$ cat src/rtl/afe_regs_pkg.sv
// Purpose: Constants for the clock, front-end control and error status bank
// Assumes: Byte-wide registers at byte offsets on a plain strobe port
// Notes:   Field positions are bit indices inside each 8-bit register
package afe_regs_pkg;
    // ------------------------------------------------------------------
    // Register offsets
    // ------------------------------------------------------------------
    localparam logic [7:0] ADDR_CLOCK_SOURCE_CONTROL  = 8'h12;
    localparam logic [7:0] ADDR_FRONTEND_RATE_RES     = 8'h13;
    localparam logic [7:0] ADDR_FRONTEND_SHUTDOWN     = 8'h14;
    localparam logic [7:0] ADDR_FAULT_DETECT_CONTROL  = 8'h15;
    localparam logic [7:0] ADDR_PACE_OUTPUT_ROUTING   = 8'h17;
    localparam logic [7:0] ADDR_LEAD_OFF_STATUS       = 8'h18;
    localparam logic [7:0] ADDR_ERROR_SUMMARY_STATUS  = 8'h19;
    localparam logic [7:0] ADDR_CHAN1_RANGE_STATUS    = 8'h1A;
    localparam logic [7:0] ADDR_CHAN2_RANGE_STATUS    = 8'h1B;
    localparam logic [7:0] ADDR_CHAN3_RANGE_STATUS    = 8'h1C;

    // ------------------------------------------------------------------
    // Field positions
    // ------------------------------------------------------------------
    localparam int BIT_DIGITAL_CLOCK_GATE     = 2;
    localparam int BIT_CLOCK_SOURCE_SELECT    = 1;
    localparam int BIT_CLOCK_PIN_DRIVE_ENABLE = 0;
    localparam int LSB_FAST_MOD_CLOCK_SEL     = 3;
    localparam int LSB_HIGH_RESOLUTION_ENABLE = 0;
    localparam int LSB_MODULATOR_POWER_DOWN   = 3;
    localparam int LSB_AMPLIFIER_POWER_DOWN   = 0;
    localparam int BIT_PACE_TO_DRIVE_INPUT    = 2;
    localparam int BIT_PACE_TO_WILSON_PIN     = 1;
    localparam int BIT_PACE_CHANNEL_POWER_DOWN = 0;

    // ------------------------------------------------------------------
    // Writable masks and reset values
    // ------------------------------------------------------------------
    localparam logic [7:0] MASK_CLOCK_SOURCE_CONTROL = 8'h07;
    localparam logic [7:0] MASK_FRONTEND_RATE_RES    = 8'h3F;
    localparam logic [7:0] MASK_FRONTEND_SHUTDOWN    = 8'h3F;
    localparam logic [7:0] MASK_FAULT_DETECT_CONTROL = 8'h07;
    localparam logic [7:0] MASK_PACE_OUTPUT_ROUTING  = 8'h07;
    localparam logic [7:0] RST_CLOCK_SOURCE_CONTROL  = 8'h00;
    localparam logic [7:0] RST_FRONTEND_RATE_RES     = 8'h00;
    localparam logic [7:0] RST_FRONTEND_SHUTDOWN     = 8'h00;
    localparam logic [7:0] RST_FAULT_DETECT_CONTROL  = 8'h00;
    localparam logic [7:0] RST_PACE_OUTPUT_ROUTING   = 8'h01;
    localparam logic [7:0] RST_STATUS                = 8'h00;
    localparam logic [7:0] READ_UNMAPPED             = 8'h00;

    // Modulator clock rates selected by the per-channel fast bit
    localparam int MOD_CLOCK_SLOW_HZ = 102400;
    localparam int MOD_CLOCK_FAST_HZ = 204800;
endpackage : afe_regs_pkg

$ cat src/rtl/afe_clock_control_error_status_regs.sv
// Purpose: Clock control, front-end control and error status register bank
// Assumes: Detector inputs are asynchronous analog comparator levels
// Notes:   Status capture is frozen while the digital clock gate is off
`timescale 1ns/1ns

// Summary of operation
// - Clock-control bit 2 gates the digital core clock; resets off.
// - Clock-control bit 1 picks crystal oscillator or external clock pin.
// - Clock-control bit 0 enables the clock pin output driver.
// - Rate register bits 5..3 pick fast modulator clock per channel.
// - Rate register bits 2..0 enable amplifier high resolution per channel.
// - Shutdown register powers down modulators (5..3) and amplifiers (2..0).
// - Fault register bits 2..0 disable amplifier fault detection.
// - Pace bit 2 routes pace to drive input, drive amp to reference.
// - Pace bit 1 routes pace to Wilson pin, detaching Wilson output.
// - Pace bit 0 powers down pace channel and resets to one.
// - Lead-off status holds one bit per input, input 6 as MSB.
// - Error status registers only update while the digital gate is on.
// - Summary register reports sync, channel, lead-off, battery, rail, range.
// - Low-battery bit is set when the monitor reports below 2.7 V.
// - Channel range registers report over range, sign and rail flags.
// - Sign bit is zero when positive output exceeds negative output.
// - Channel 3 range register shares the layout, bit 7 reserved.
module afe_clock_control_error_status_regs
    import afe_regs_pkg::*;
#(
    parameter int NUM_CHANNELS = 3,
    parameter int NUM_INPUTS   = 6
)(
    input  wire logic       clk_sys,
    input  wire logic       resetn,
    input  wire logic       clk_en,
    input  wire logic [7:0] reg_addr,
    input  wire logic [7:0] reg_wdata,
    input  wire logic       reg_wr,
    input  wire logic       reg_rd,
    output logic      [7:0] reg_rdata,
    input  wire logic [5:0] per_input_lead_off,
    input  wire logic       sync_error_flag,
    input  wire logic       low_battery_flag,
    input  wire logic       drive_near_rail_flag,
    input  wire logic       common_mode_range_flag,
    input  wire logic [2:0] modulator_over_range,
    input  wire logic [2:0] amp_output_sign,
    input  wire logic [2:0] neg_out_low_rail,
    input  wire logic [2:0] neg_out_high_rail,
    input  wire logic [2:0] pos_out_low_rail,
    input  wire logic [2:0] pos_out_high_rail,
    input  wire logic [2:0] diff_out_of_range,
    output logic            digital_clock_gate,
    output logic            clock_source_select,
    output logic            oscillator_power_down,
    output logic            clock_pin_drive_enable,
    output logic      [2:0] fast_mod_clock_sel,
    output logic      [2:0] high_resolution_enable,
    output logic      [2:0] modulator_power_down,
    output logic      [2:0] amplifier_power_down,
    output logic      [2:0] fault_detect_disable,
    output logic            pace_to_drive_input,
    output logic            drive_amp_to_reference_pin,
    output logic            pace_to_wilson_pin,
    output logic            wilson_output_detach,
    output logic            pace_channel_power_down
);

    // ------------------------------------------------------------------
    // Elaboration checks
    // ------------------------------------------------------------------
    // The map holds exactly three channels and six inputs
    if (NUM_CHANNELS != 3 || NUM_INPUTS != 6)
    begin : g_bad_params
        $error("bank supports only three channels and six inputs");
    end

    // ------------------------------------------------------------------
    // Declarations
    // ------------------------------------------------------------------
    // Bit offsets of each detector field inside the synchroniser bundle;
    // they follow the concatenation order of det_raw, last field first
    localparam int OFS_DIFF     = 0;
    localparam int OFS_POS_HIGH = OFS_DIFF + NUM_CHANNELS;
    localparam int OFS_POS_LOW  = OFS_POS_HIGH + NUM_CHANNELS;
    localparam int OFS_NEG_HIGH = OFS_POS_LOW + NUM_CHANNELS;
    localparam int OFS_NEG_LOW  = OFS_NEG_HIGH + NUM_CHANNELS;
    localparam int OFS_SIGN     = OFS_NEG_LOW + NUM_CHANNELS;
    localparam int OFS_OVER     = OFS_SIGN + NUM_CHANNELS;
    localparam int OFS_CM       = OFS_OVER + NUM_CHANNELS;
    localparam int OFS_RAIL     = OFS_CM + 1;
    localparam int OFS_BATTERY  = OFS_RAIL + 1;
    localparam int OFS_SYNC     = OFS_BATTERY + 1;
    localparam int OFS_LEAD_OFF = OFS_SYNC + 1;
    localparam int DET_W        = OFS_LEAD_OFF + NUM_INPUTS;

    logic [7:0]       clk_ctl_r;
    logic [7:0]       rate_res_r;
    logic [7:0]       shutdown_r;
    logic [7:0]       fault_r;
    logic [7:0]       pace_r;
    logic [7:0]       lead_off_r;
    logic [7:0]       summary_r;
    logic [7:0]       range_r [NUM_CHANNELS];
    logic [7:0]       rdata_r;
    logic [7:0]       rdata_nxt;
    logic [DET_W-1:0] det_raw;
    logic [DET_W-1:0] det_meta_r;
    logic [DET_W-1:0] det_sync_r;
    logic [7:0]       range_nxt [NUM_CHANNELS];
    logic [7:0]       summary_nxt;
    logic [7:0]       lead_off_nxt;
    logic             any_lead_off_flag;
    logic [2:0]       channel_range_error;
    logic             status_update;

    // ------------------------------------------------------------------
    // Detector synchroniser
    // ------------------------------------------------------------------
    // All detector levels are bundled so one two-stage chain serves them
    assign det_raw = {per_input_lead_off, sync_error_flag, low_battery_flag,
                      drive_near_rail_flag, common_mode_range_flag,
                      modulator_over_range, amp_output_sign,
                      neg_out_low_rail, neg_out_high_rail,
                      pos_out_low_rail, pos_out_high_rail,
                      diff_out_of_range};

    // Second stage is the only reader of the first
    always_ff @(posedge clk_sys or negedge resetn)
    begin
        if (!resetn)
        begin
            det_meta_r <= '0;
            det_sync_r <= '0;
        end
        else if (clk_en)
        begin
            det_meta_r <= det_raw;
            det_sync_r <= det_meta_r;
        end
    end

    // ------------------------------------------------------------------
    // Status assembly
    // ------------------------------------------------------------------
    // Per-channel range words, bit 7 reserved
    generate
        for (genvar ch = 0; ch < NUM_CHANNELS; ch++)
        begin : g_range
            assign range_nxt[ch] = {1'b0,
                                    det_sync_r[OFS_OVER + ch],
                                    det_sync_r[OFS_SIGN + ch],
                                    det_sync_r[OFS_NEG_LOW + ch],
                                    det_sync_r[OFS_NEG_HIGH + ch],
                                    det_sync_r[OFS_POS_LOW + ch],
                                    det_sync_r[OFS_POS_HIGH + ch],
                                    det_sync_r[OFS_DIFF + ch]};
            assign channel_range_error[ch] = |{range_nxt[ch][6],
                                               range_nxt[ch][4:0]};
        end
    endgenerate

    // Sign is a polarity report, not a fault, so it stays out of the OR
    assign lead_off_nxt      = {2'b00,
                                det_sync_r[OFS_LEAD_OFF +: 6]};
    assign any_lead_off_flag = |det_sync_r[OFS_LEAD_OFF +: 6];
    assign summary_nxt       = {det_sync_r[OFS_SYNC],
                                channel_range_error,
                                any_lead_off_flag,
                                det_sync_r[OFS_BATTERY],
                                det_sync_r[OFS_RAIL],
                                det_sync_r[OFS_CM]};

    // Gate off freezes the error view; captures resume on re-enable
    assign status_update = clk_en &
                           clk_ctl_r[BIT_DIGITAL_CLOCK_GATE];

    // Status registers take only detector values; bus writes never land
    always_ff @(posedge clk_sys or negedge resetn)
    begin
        if (!resetn)
        begin
            lead_off_r <= RST_STATUS;
            summary_r  <= RST_STATUS;
            for (int i = 0; i < NUM_CHANNELS; i++)
            begin
                range_r[i] <= RST_STATUS;
            end
        end
        else if (status_update)
        begin
            lead_off_r <= lead_off_nxt;
            summary_r  <= summary_nxt;
            for (int i = 0; i < NUM_CHANNELS; i++)
            begin
                range_r[i] <= range_nxt[i];
            end
        end
    end

    // ------------------------------------------------------------------
    // Control registers
    // ------------------------------------------------------------------
    // Write decodes; masks drop reserved bits before storage
    logic wr_clk_ctl;
    logic wr_rate;
    logic wr_shdn;
    logic wr_fault;
    logic wr_pace;
    assign wr_clk_ctl = reg_wr && (reg_addr == ADDR_CLOCK_SOURCE_CONTROL);
    assign wr_rate    = reg_wr && (reg_addr == ADDR_FRONTEND_RATE_RES);
    assign wr_shdn    = reg_wr && (reg_addr == ADDR_FRONTEND_SHUTDOWN);
    assign wr_fault   = reg_wr && (reg_addr == ADDR_FAULT_DETECT_CONTROL);
    assign wr_pace    = reg_wr && (reg_addr == ADDR_PACE_OUTPUT_ROUTING);

    // The gate is not interlocked with the source select; software
    // must sequence them, which keeps the bank a plain store
    always_ff @(posedge clk_sys or negedge resetn)
    begin
        if (!resetn)
        begin
            clk_ctl_r  <= RST_CLOCK_SOURCE_CONTROL;
            rate_res_r <= RST_FRONTEND_RATE_RES;
            shutdown_r <= RST_FRONTEND_SHUTDOWN;
            fault_r    <= RST_FAULT_DETECT_CONTROL;
            pace_r     <= RST_PACE_OUTPUT_ROUTING;
        end
        else if (clk_en)
        begin
            if (wr_clk_ctl)
                clk_ctl_r  <= reg_wdata & MASK_CLOCK_SOURCE_CONTROL;
            if (wr_rate)
                rate_res_r <= reg_wdata & MASK_FRONTEND_RATE_RES;
            if (wr_shdn)
                shutdown_r <= reg_wdata & MASK_FRONTEND_SHUTDOWN;
            if (wr_fault)
                fault_r    <= reg_wdata & MASK_FAULT_DETECT_CONTROL;
            if (wr_pace)
                pace_r     <= reg_wdata & MASK_PACE_OUTPUT_ROUTING;
        end
    end

    // ------------------------------------------------------------------
    // Control outputs
    // ------------------------------------------------------------------
    assign digital_clock_gate     = clk_ctl_r[BIT_DIGITAL_CLOCK_GATE];
    assign clock_source_select    = clk_ctl_r[BIT_CLOCK_SOURCE_SELECT];
    assign oscillator_power_down  = clk_ctl_r[BIT_CLOCK_SOURCE_SELECT];
    assign clock_pin_drive_enable = clk_ctl_r[BIT_CLOCK_PIN_DRIVE_ENABLE];
    assign fast_mod_clock_sel     =
        rate_res_r[LSB_FAST_MOD_CLOCK_SEL +: 3];
    assign high_resolution_enable =
        rate_res_r[LSB_HIGH_RESOLUTION_ENABLE +: 3];
    assign modulator_power_down   =
        shutdown_r[LSB_MODULATOR_POWER_DOWN +: 3];
    assign amplifier_power_down   =
        shutdown_r[LSB_AMPLIFIER_POWER_DOWN +: 3];
    assign fault_detect_disable   = fault_r[2:0];
    // Drive amp moves to the reference pin whenever pace takes its input
    assign pace_to_drive_input        = pace_r[BIT_PACE_TO_DRIVE_INPUT];
    assign drive_amp_to_reference_pin = pace_r[BIT_PACE_TO_DRIVE_INPUT];
    assign pace_to_wilson_pin         = pace_r[BIT_PACE_TO_WILSON_PIN];
    assign wilson_output_detach       = pace_r[BIT_PACE_TO_WILSON_PIN];
    assign pace_channel_power_down    =
        pace_r[BIT_PACE_CHANNEL_POWER_DOWN];

    // ------------------------------------------------------------------
    // Read path
    // ------------------------------------------------------------------
    // Read mux; unmapped addresses answer zero
    always_comb
    begin
        unique case (reg_addr)
            ADDR_CLOCK_SOURCE_CONTROL: rdata_nxt = clk_ctl_r;
            ADDR_FRONTEND_RATE_RES:    rdata_nxt = rate_res_r;
            ADDR_FRONTEND_SHUTDOWN:    rdata_nxt = shutdown_r;
            ADDR_FAULT_DETECT_CONTROL: rdata_nxt = fault_r;
            ADDR_PACE_OUTPUT_ROUTING:  rdata_nxt = pace_r;
            ADDR_LEAD_OFF_STATUS:      rdata_nxt = lead_off_r;
            ADDR_ERROR_SUMMARY_STATUS: rdata_nxt = summary_r;
            ADDR_CHAN1_RANGE_STATUS:   rdata_nxt = range_r[0];
            ADDR_CHAN2_RANGE_STATUS:   rdata_nxt = range_r[1];
            ADDR_CHAN3_RANGE_STATUS:   rdata_nxt = range_r[2];
            default:                   rdata_nxt = READ_UNMAPPED;
        endcase
    end

    // Data stands in the enabled cycle after the strobe, zero after other enabled edges; held while clk_en is low
    always_ff @(posedge clk_sys or negedge resetn)
    begin
        if (!resetn)
            rdata_r <= 8'h00;
        else if (clk_en)
            rdata_r <= reg_rd ? rdata_nxt : 8'h00;
    end

    assign reg_rdata = rdata_r;

endmodule : afe_clock_control_error_status_regs

$ cat config.mk
export PLATFORM = sky130hd
export DESIGN_NAME = afe_clock_control_error_status_regs
export DESIGN_NICKNAME = d
export VERILOG_FILES = /design/src/rtl/afe_regs_pkg.sv /design/src/rtl/afe_clock_control_error_status_regs.sv
export SDC_FILE = /design/constraint.sdc
export NUM_CORES = 1
export LEC_CHECK = 0
export BUFFER_PORTS_ARGS = -buffer_cell sky130_fd_sc_hd__buf_2
export CORE_ASPECT_RATIO = 0.6
export CORE_MARGIN = 4
export CORE_UTILIZATION = 35
export DETAILED_ROUTE_END_ITERATION = 12
export GPL_TIMING_DRIVEN = 0
export PLACE_DENSITY_LB_ADDON = 0.2
export SYNTH_ARGS = -nofsm -noshare
export SYNTH_HDL_FRONTEND = slang
export SYNTH_SLANG_ARGS = --single-unit
$ cat constraint.sdc
create_clock -name clk_sys -period 4.3 [get_ports clk_sys]
set_clock_uncertainty 0.05 [all_clocks]
set_input_delay 0.215 -clock clk_sys [delete_from_list [all_inputs] [get_ports clk_sys]]
set_output_delay 0.215 -clock clk_sys [all_outputs]
set_load 0.01 [all_outputs]
==> summary.txt, run 1 <==
Clock tree
  • Reg clk slew, reported paths: 0.06 ns
  • Setup bufs post-CTS: 0
  • Worst-Skew Late Latency: 0.41 ns
  • TritonCTS clock tree: done
  • CTS resizes: 0
  • Root Driver: clkbuf_16
  • Clock buffer depth: 2
  • H-tree Lvls: 4
  • Sinks on Clock Net: 126
  • CTS buffer count: 17

Yosys
  • Synth area leader: dfrtp_1
  • Largest family of logic cells by synthesized area: multiplexers
  • Adder-Cell Fraction of Synth Area: 0%
  • Post-synthesis cell type count: 42
  • Flops & latches, synth: 126
  • Top cell type's share of synthesized area: 57.51%
  • Post-synthesis sequential area ratio: 57.99%
  • Multiplexer area fraction after synthesis: 26.06%
  • Synthesized net count: 433
  • Synth Area in Simple Gates: 7.798%
  • Synth Area in Compound Gates: 5.406%
  • Synth Cell Area: 5439 sq um
  • Synth Area per Inst: 14.28 sq um
  • Synth warnings: 0
  • Main area contributors after synthesis: dfrtp_1 58%, mux2_2 24%, mux2i_1 1.8%
  • XOR/XNOR Fraction of Synth Area: 0%
  • Gate Count Post-Synth: 381

Place
  • Number of buffers added on ports: 79
  • Inst Count DP: 659
  • GP Congestion: 0.8965
  • Post-placement setup slack: 2.056 ns
  • Hpwl dp: 9984 microns
  • Placed Area: 6116 sq um

Final layout
  • Share of cells above drive strength 1: 46.78%
  • Finished Cell Area: 7079 sq um
  • Number of antenna diodes: 0
  • Non-Filler Instances: 726
  • Area grow syn2layout: 30.16%
  • Final nets: 567

Critical path
  • Crit start category: flip-flop
  • Crit Path Max Fanout: 10
  • Worst Setup EP: summary_r[2]$_DFFE_PN0P_
  • Reg2reg path depth: 4
  • Setup crit end kind: flip-flop
  • CP Class: flip-flop to flip-flop
  • Worst Path Arrival: 2.32 ns
  • Reg-to-reg setup timing slack: 2.22 ns
  • R2r endpoint: summary_r[2]$_DFFE_PN0P_
  • Worst path required time: 4.54 ns
  • Crit. Startpoint: clk_ctl_r[2]$_DFFE_PN0P_
  • FF-to-FF Start: clk_ctl_r[2]$_DFFE_PN0P_

Timing
  • Max-slew violations: 0
  • Post-Route Setup TNS: 0 ns
  • Tcrit/Tclk final: 48.40%
  • Slew margin rel.: 39.50%
  • Worst Max-Slew Pin Slew: 0.9005 ns
  • Final WS setup: 2.219 ns
  • Final Setup Violations: 0
  • Final Hold Viols: 0
  • Setup repair after global routing missed its margin: no
  • Period minus WS final: 2.081 ns
  • F_max: 480.5 MHz

Floorplan
  • Row count: 34
  • Starting Density: 36.63%
  • Die W: 168.9 microns
  • Die Area: 17,660 sq um
  • Core Region: 14,850 sq um
  • Die height: 104.6 microns
  • Boundary Pins: 84

Pwr
  • Final Power: 3.244 mW
  • Leak: 3.276 nW
  • Pwr/cell area: 458.2 nW/um^2
  • Peak supply drop: 232.2 uV

Min path
  • Worst Hold Class: primary input to flip-flop
  • Hold path depth: 2

Detailed routing
  • Vias post-DR: 3,636
  • DR DRC count: 0
  • Drt via density: 5.008
  • First drt pass iteration count: 4
  • Final wirelength: 13,630 microns
  • Wire length per cell: 18.77 microns
  • First DRT Iteration DRCs: 224
  • ANT nets after route: 0

Global routing
  • Largest net degree at the start of global routing: 88
  • First-pass GRT wire length: 21,680 microns
  • Vias in the first global route: 3,859
  • Tot GR Track Use: 15.89%
  • Antenna violations before repair: 0
  • Global route overflow: 0

Run status
  • Outcome: finished, final reports clean

Flow run
  • Max Cap Violations: 0
==> report_power, final <==
part | switching, mW | internal (mW)
logic | 0.138 | 0.188
registers | 0.109 | 1.33
clock network | 0.557 | 0.921
total | 0.804 | 2.44
==> final cells by class <==
class	count	area, sq um
plain buffers	26	118.9
clock buffers	17	425.4
clock inverters	15	187.7
fillers	1355	7767
inverters	8	30.03
multi-input cells	221	2136
flip-flops and latches	126	3154
well taps	198	247.7
repair buffers	115	779.5
==> cell usage in the layout, fill, tap and decap left out, types with 3 or more instances in the layout <==
cell / n
nor4_4: 3
clkinv_4: 5
o221ai_1: 4
bufinv_16: 3
nand2_1: 8
dfrtp_1: 125
clkbuf_1: 15
a21oi_1: 4
inv_1: 8
nand3b_1: 4
mux2i_1: 10
o2bb2ai_1: 3
a22o_1: 4
o32ai_1: 3
mux2_2: 117
buf_2: 83
nor2b_1: 5
o31ai_1: 3
and3_1: 3
nor2_1: 3
buf_4: 4
nand4b_1: 3
nor3_1: 6
o21ai_0: 5
dlygate4sd3_1: 35
or4_1: 4
clkbuf_16: 17
or3b_2: 3
==> worst min-delay path by stage <==
stage                                    from  slack [ns]                        end
after floorplan                        resetn       -0.13   clk_ctl_r[0]$_DFFE_PN0P_
after global placement    pos_out_low_rail[0]        0.40  det_meta_r[6]$_DFFE_PN0P_
after detailed placement               resetn         0.1     fault_r[2]$_DFFE_PN0P_
after CTS                        reg_wdata[2]        0.05   clk_ctl_r[2]$_DFFE_PN0P_
after global routing             reg_wdata[1]        0.07     fault_r[1]$_DFFE_PN0P_
final                            reg_wdata[1]        0.07     fault_r[1]$_DFFE_PN0P_
==> routing by layer <==
layer / vias to the layer above / part of all wire [%] / global-route usage (%) / wire, microns
met5: - / 0 / 0 / 0
met4: 0 / 1.1 / 5.096 / 147
met3: 14 / 6.3 / 4.075 / 863
met2: 100 / 41 / 21.33 / 5582
met1: 1843 / 52 / 24.79 / 7033
li1: 1679 / - / - / -
==> synthesized netlist by cell type <==
cell type and instances:
dfrtp_1 125, mux2_2 117, clkbuf_1 15, mux2i_1 10, inv_1 8, nand2_1 8
nor3_1 6, buf_2 5, nor2b_1 5, o21ai_0 5, a21oi_1 4, a22o_1 4
buf_4 4, nand3b_1 4, o221ai_1 4, or4_1 4, and3_1 3, nand4b_1 3
nor2_1 3, nor4_4 3, o2bb2ai_1 3, o31ai_1 3, o32ai_1 3, or3b_2 3
a211oi_1 2, a221o_1 2, a22oi_1 2, a31oi_1 2, a41oi_1 2, and2_1 2
and3b_1 2, and4b_1 2, buf_1 2, nand2b_1 2, nand4bb_1 2, a2111oi_0 1
a32oi_1 1, dfstp_2 1, nand4_1 1, nor4b_4 1, o22ai_1 1, or3b_4 1
==> stage by stage <==
stage	util (%)	hold slack, ns
after floorplan	-	-0.1306
after global placement	40.97	0.3980
after detailed placement	41.19	0.09923
after CTS	47.68	0.05377
after global routing	47.68	0.06879
final	47.68	0.06657
==> critical path, cell delays in order (launching register included) <==
cell and delay [ns]:
dfrtp_1 0.43, nand2_1 0.12, clkbuf_1 0.50, clkbuf_1 0.48, mux2_2 0.40
==> cell families (layout without fill, tap and decap cells) <==
family,count (synthesis),count (layout)
compound gates,39,39
buf+inv,34,181
flops,126,126
mux,127,127
simple gates,55,55
==> flip-flops by register name, indices dropped and copies added, names as in the netlist <==
name / cells
det_sync_r: 31
lead_off_r: 6
range_r: 21
pace_r: 3
reg_rdata: 8
shutdown_r: 6
clk_ctl_r: 3
summary_r: 8
fault_r: 3
det_meta_r: 31
rate_res_r: 6
==> what timing repair did <==
action                                  in CTS  in global routing
hold buffers                                35                  0
endpoints found under the hold margin       75                  0
endpoints found under the setup margin       0                  0
(Power assumes the default switching activity.)
==> run 2, diff against run 1 <==
Clock period 4.3 ns to 2.2 ns, I/O delays scaled along.
==> summary.txt, run 2 (synthesis results as in run 1) <==
Run status
  • Outcome: finished, final reports clean

Critical path
  • Setup crit end kind: flip-flop
  • Slowest stage delay, CP: 0.57 ns (+0.07 ns)
  • R2r endpoint: range_r[4]$_DFFE_PN0P_
  • Worst path slowest cell: clkbuf_1
  • Crit Path Max Fanout: 12 (+2)
  • CP bufs+invs: 1 (-1)
  • Cell breakdown of the critical path: nand2_1, clkbuf_1, mux2_2
  • Crit start category: flip-flop
  • FF-to-FF Start: clk_ctl_r[2]$_DFFE_PN0P_
  • Reg2reg path depth: 3 (-1)
  • CP Class: flip-flop to flip-flop
  • Worst Path Arrival: 2.24 ns (-0.08 ns)
  • Reg-to-reg setup timing slack: 0.20 ns (-2.02 ns)
  • CP top delay family: buffers and inverters
  • Worst path required time: 2.44 ns (-2.10 ns)

Global routing
  • First-pass GRT wire length: 21,710 microns (+0.13%)
  • Vias in the first global route: 3,867 (+0.21%)
  • Antenna violations before repair: 0 (unchanged)
  • Global route overflow: 0 (unchanged)
  • Largest net degree at the start of global routing: 88 (unchanged)
  • Tot GR Track Use: 15.90% (+0.016 points)

Flow run
  • Max Cap Violations: 0 (unchanged)

Final layout
  • Share of cells above drive strength 1: 46.60% (-0.18 points)
  • Non-Filler Instances: 728 (+0.28%)
  • Filler instances: 1,351 (-0.30%)
  • Finished Cell Area: 7106 sq um (+0.37%)
  • Area grow syn2layout: 30.64%
  • Final Util: 47.86% (+0.18 points)
  • Top Registers: det_meta_r (31), det_sync_r (31), range_r (21)
  • Most frequent cells in the layout: 125 x dfrtp_1, 117 x mux2_2, 83 x buf_2
  • Number of antenna diodes: 0 (unchanged)
  • Most common cell after layout, fill and taps aside: dfrtp_1
  • Final nets: 569 (+0.35%)

Timing
  • Tcrit/Tclk final: 90.87% (+42 points)
  • Final WS setup: 0.2008 ns (-2.018 ns)
  • Final Hold Slack: 0.1288 ns (+0.06221 ns)
  • Post-Route Setup TNS: 0 ns (unchanged)
  • Slew margin rel.: 38.43% (-1.1 points)
  • Max-slew violations: 0 (unchanged)
  • Final Hold Viols: 0 (unchanged)
  • Worst Max-Slew Pin Slew: 0.9165 ns (+0.01603 ns)
  • Setup repair after global routing missed its margin: no
  • Final Setup Violations: 0 (unchanged)
  • F_max: 500.2 MHz (+4.1%)
  • Period minus WS final: 1.999 ns (-0.08200 ns)

Floorplan
  • Die height: 104.6 microns (unchanged)
  • Row count: 34 (unchanged)
  • Die W: 168.9 microns (unchanged)
  • Starting Density: 36.63% (unchanged)
  • Core Region: 14,850 sq um (unchanged)
  • Die Area: 17,660 sq um (unchanged)
  • Boundary Pins: 84 (unchanged)

Pwr
  • Peak supply drop: 453.5 uV (+95%)
  • Pwr/cell area: 892.7 nW/um^2 (+95%)
  • Final Power: 6.343 mW (+96%)
  • Leak: 3.287 nW (+0.35%)

Place
  • Number of buffers added on ports: 79 (unchanged)
  • GP Congestion: 0.8965 (unchanged)
  • Inst Count DP: 659 (unchanged)
  • Hpwl dp: 9984 microns (unchanged)
  • Placed Area: 6116 sq um (unchanged)
  • Post-placement setup slack: 0.06130 ns (-1.995 ns)

Detailed routing
  • Final wirelength: 13,630 microns (about the same)
  • DR DRC count: 0 (unchanged)
  • Drt via density: 5.018 (+0.19%)
  • First drt pass iteration count: 4 (unchanged)
  • First DRT Iteration DRCs: 222 (-0.89%)
  • Vias post-DR: 3,653 (+0.47%)
  • Wire length per cell: 18.72 microns (-0.25%)
  • ANT nets after route: 0 (unchanged)

Min path
  • Worst Hold Class: primary input to asynchronous set/reset pin

Clock tree
  • H-tree Lvls: 4 (unchanged)
  • TritonCTS clock tree: done
  • CTS buffer count: 17 (unchanged)
  • Clock buffer depth: 2 (unchanged)
  • Reg clk slew, reported paths: 0.06 ns (about the same)
  • Sinks on Clock Net: 126 (unchanged)
  • Worst-Skew Late Latency: 0.41 ns (about the same)
  • Root Driver: clkbuf_16
## run 2: cell count changes in the layout (fill, tap and decap cells not counted), sizes merged
cell / delta
dlygate4sd3: +3
clkbuf: -1
## run 2: repair_timing
item | 4_1_cts | 5_1_grt
gates resized for setup | 0 | 0
setup buffers | 0 | 0
hold buffers | 38 | 0
hold endpoints to repair | 98 | 0
endpoints found under the setup margin | 0 | 2
## run 2: worst max path at each step
stage / start / endpoint / slack (ns) / cells after the start
3_3_place_gp: resetn / det_sync_r[30]$_DFFE_PN0P_ / -0.61 / 1
3_5_place_dp: reg_addr[0] / reg_rdata[2]$_DFFE_PN0P_ / 0.06 / 7
5_1_grt: clk_ctl_r[2]$_DFFE_PN0P_ / range_r[0]$_DFFE_PN0P_ / 0.07 / 3
2_1_floorplan: clk_en / clk_ctl_r[0]$_DFFE_PN0P_ / 0.53 / 5
4_1_cts: clk_ctl_r[2]$_DFFE_PN0P_ / summary_r[2]$_DFFE_PN0P_ / 0.12 / 4
6_report: clk_ctl_r[2]$_DFFE_PN0P_ / range_r[4]$_DFFE_PN0P_ / 0.20 / 3
## run 2: report_power, final
part	leakage, nW	internal (mW)	switching (mW)
clock	0.296	1.80	1.09
combinational	1.40	0.370	0.270
sequential	1.60	2.60	0.209
## run 2: cell type report
cell class	count	area, sq um	area share, %
multi-input combinational	221	2136	30.06
timing repair buffer	118	809.5	11.39
clock buffer	17	425.4	5.987
clock inverter	15	187.7	2.641
tap	198	247.7	3.487
buffer	25	115.1	1.620
sequential	126	3154	44.39
inverter	8	30.03	0.4226
## run 2: worst register-to-register path, delay by kind of cell, from the launching register on
family / cells / cell delay [ns]
and+or+nand+nor: 1 / 0.43
muxes: 1 / 0.42
buffers and inverters: 1 / 0.57
DFF: 1 / 0.42
## run 2: per-layer routing
layer / global-route usage (%) / up-vias / share of wire, %
li1: - / 1686 / -
met1: 24.84 / 1844 / 51
met2: 21.39 / 109 / 41
met3: 4.000 / 14 / 7.3
met4: 5.096 / 0 / 1.1
met5: 0 / - / 0
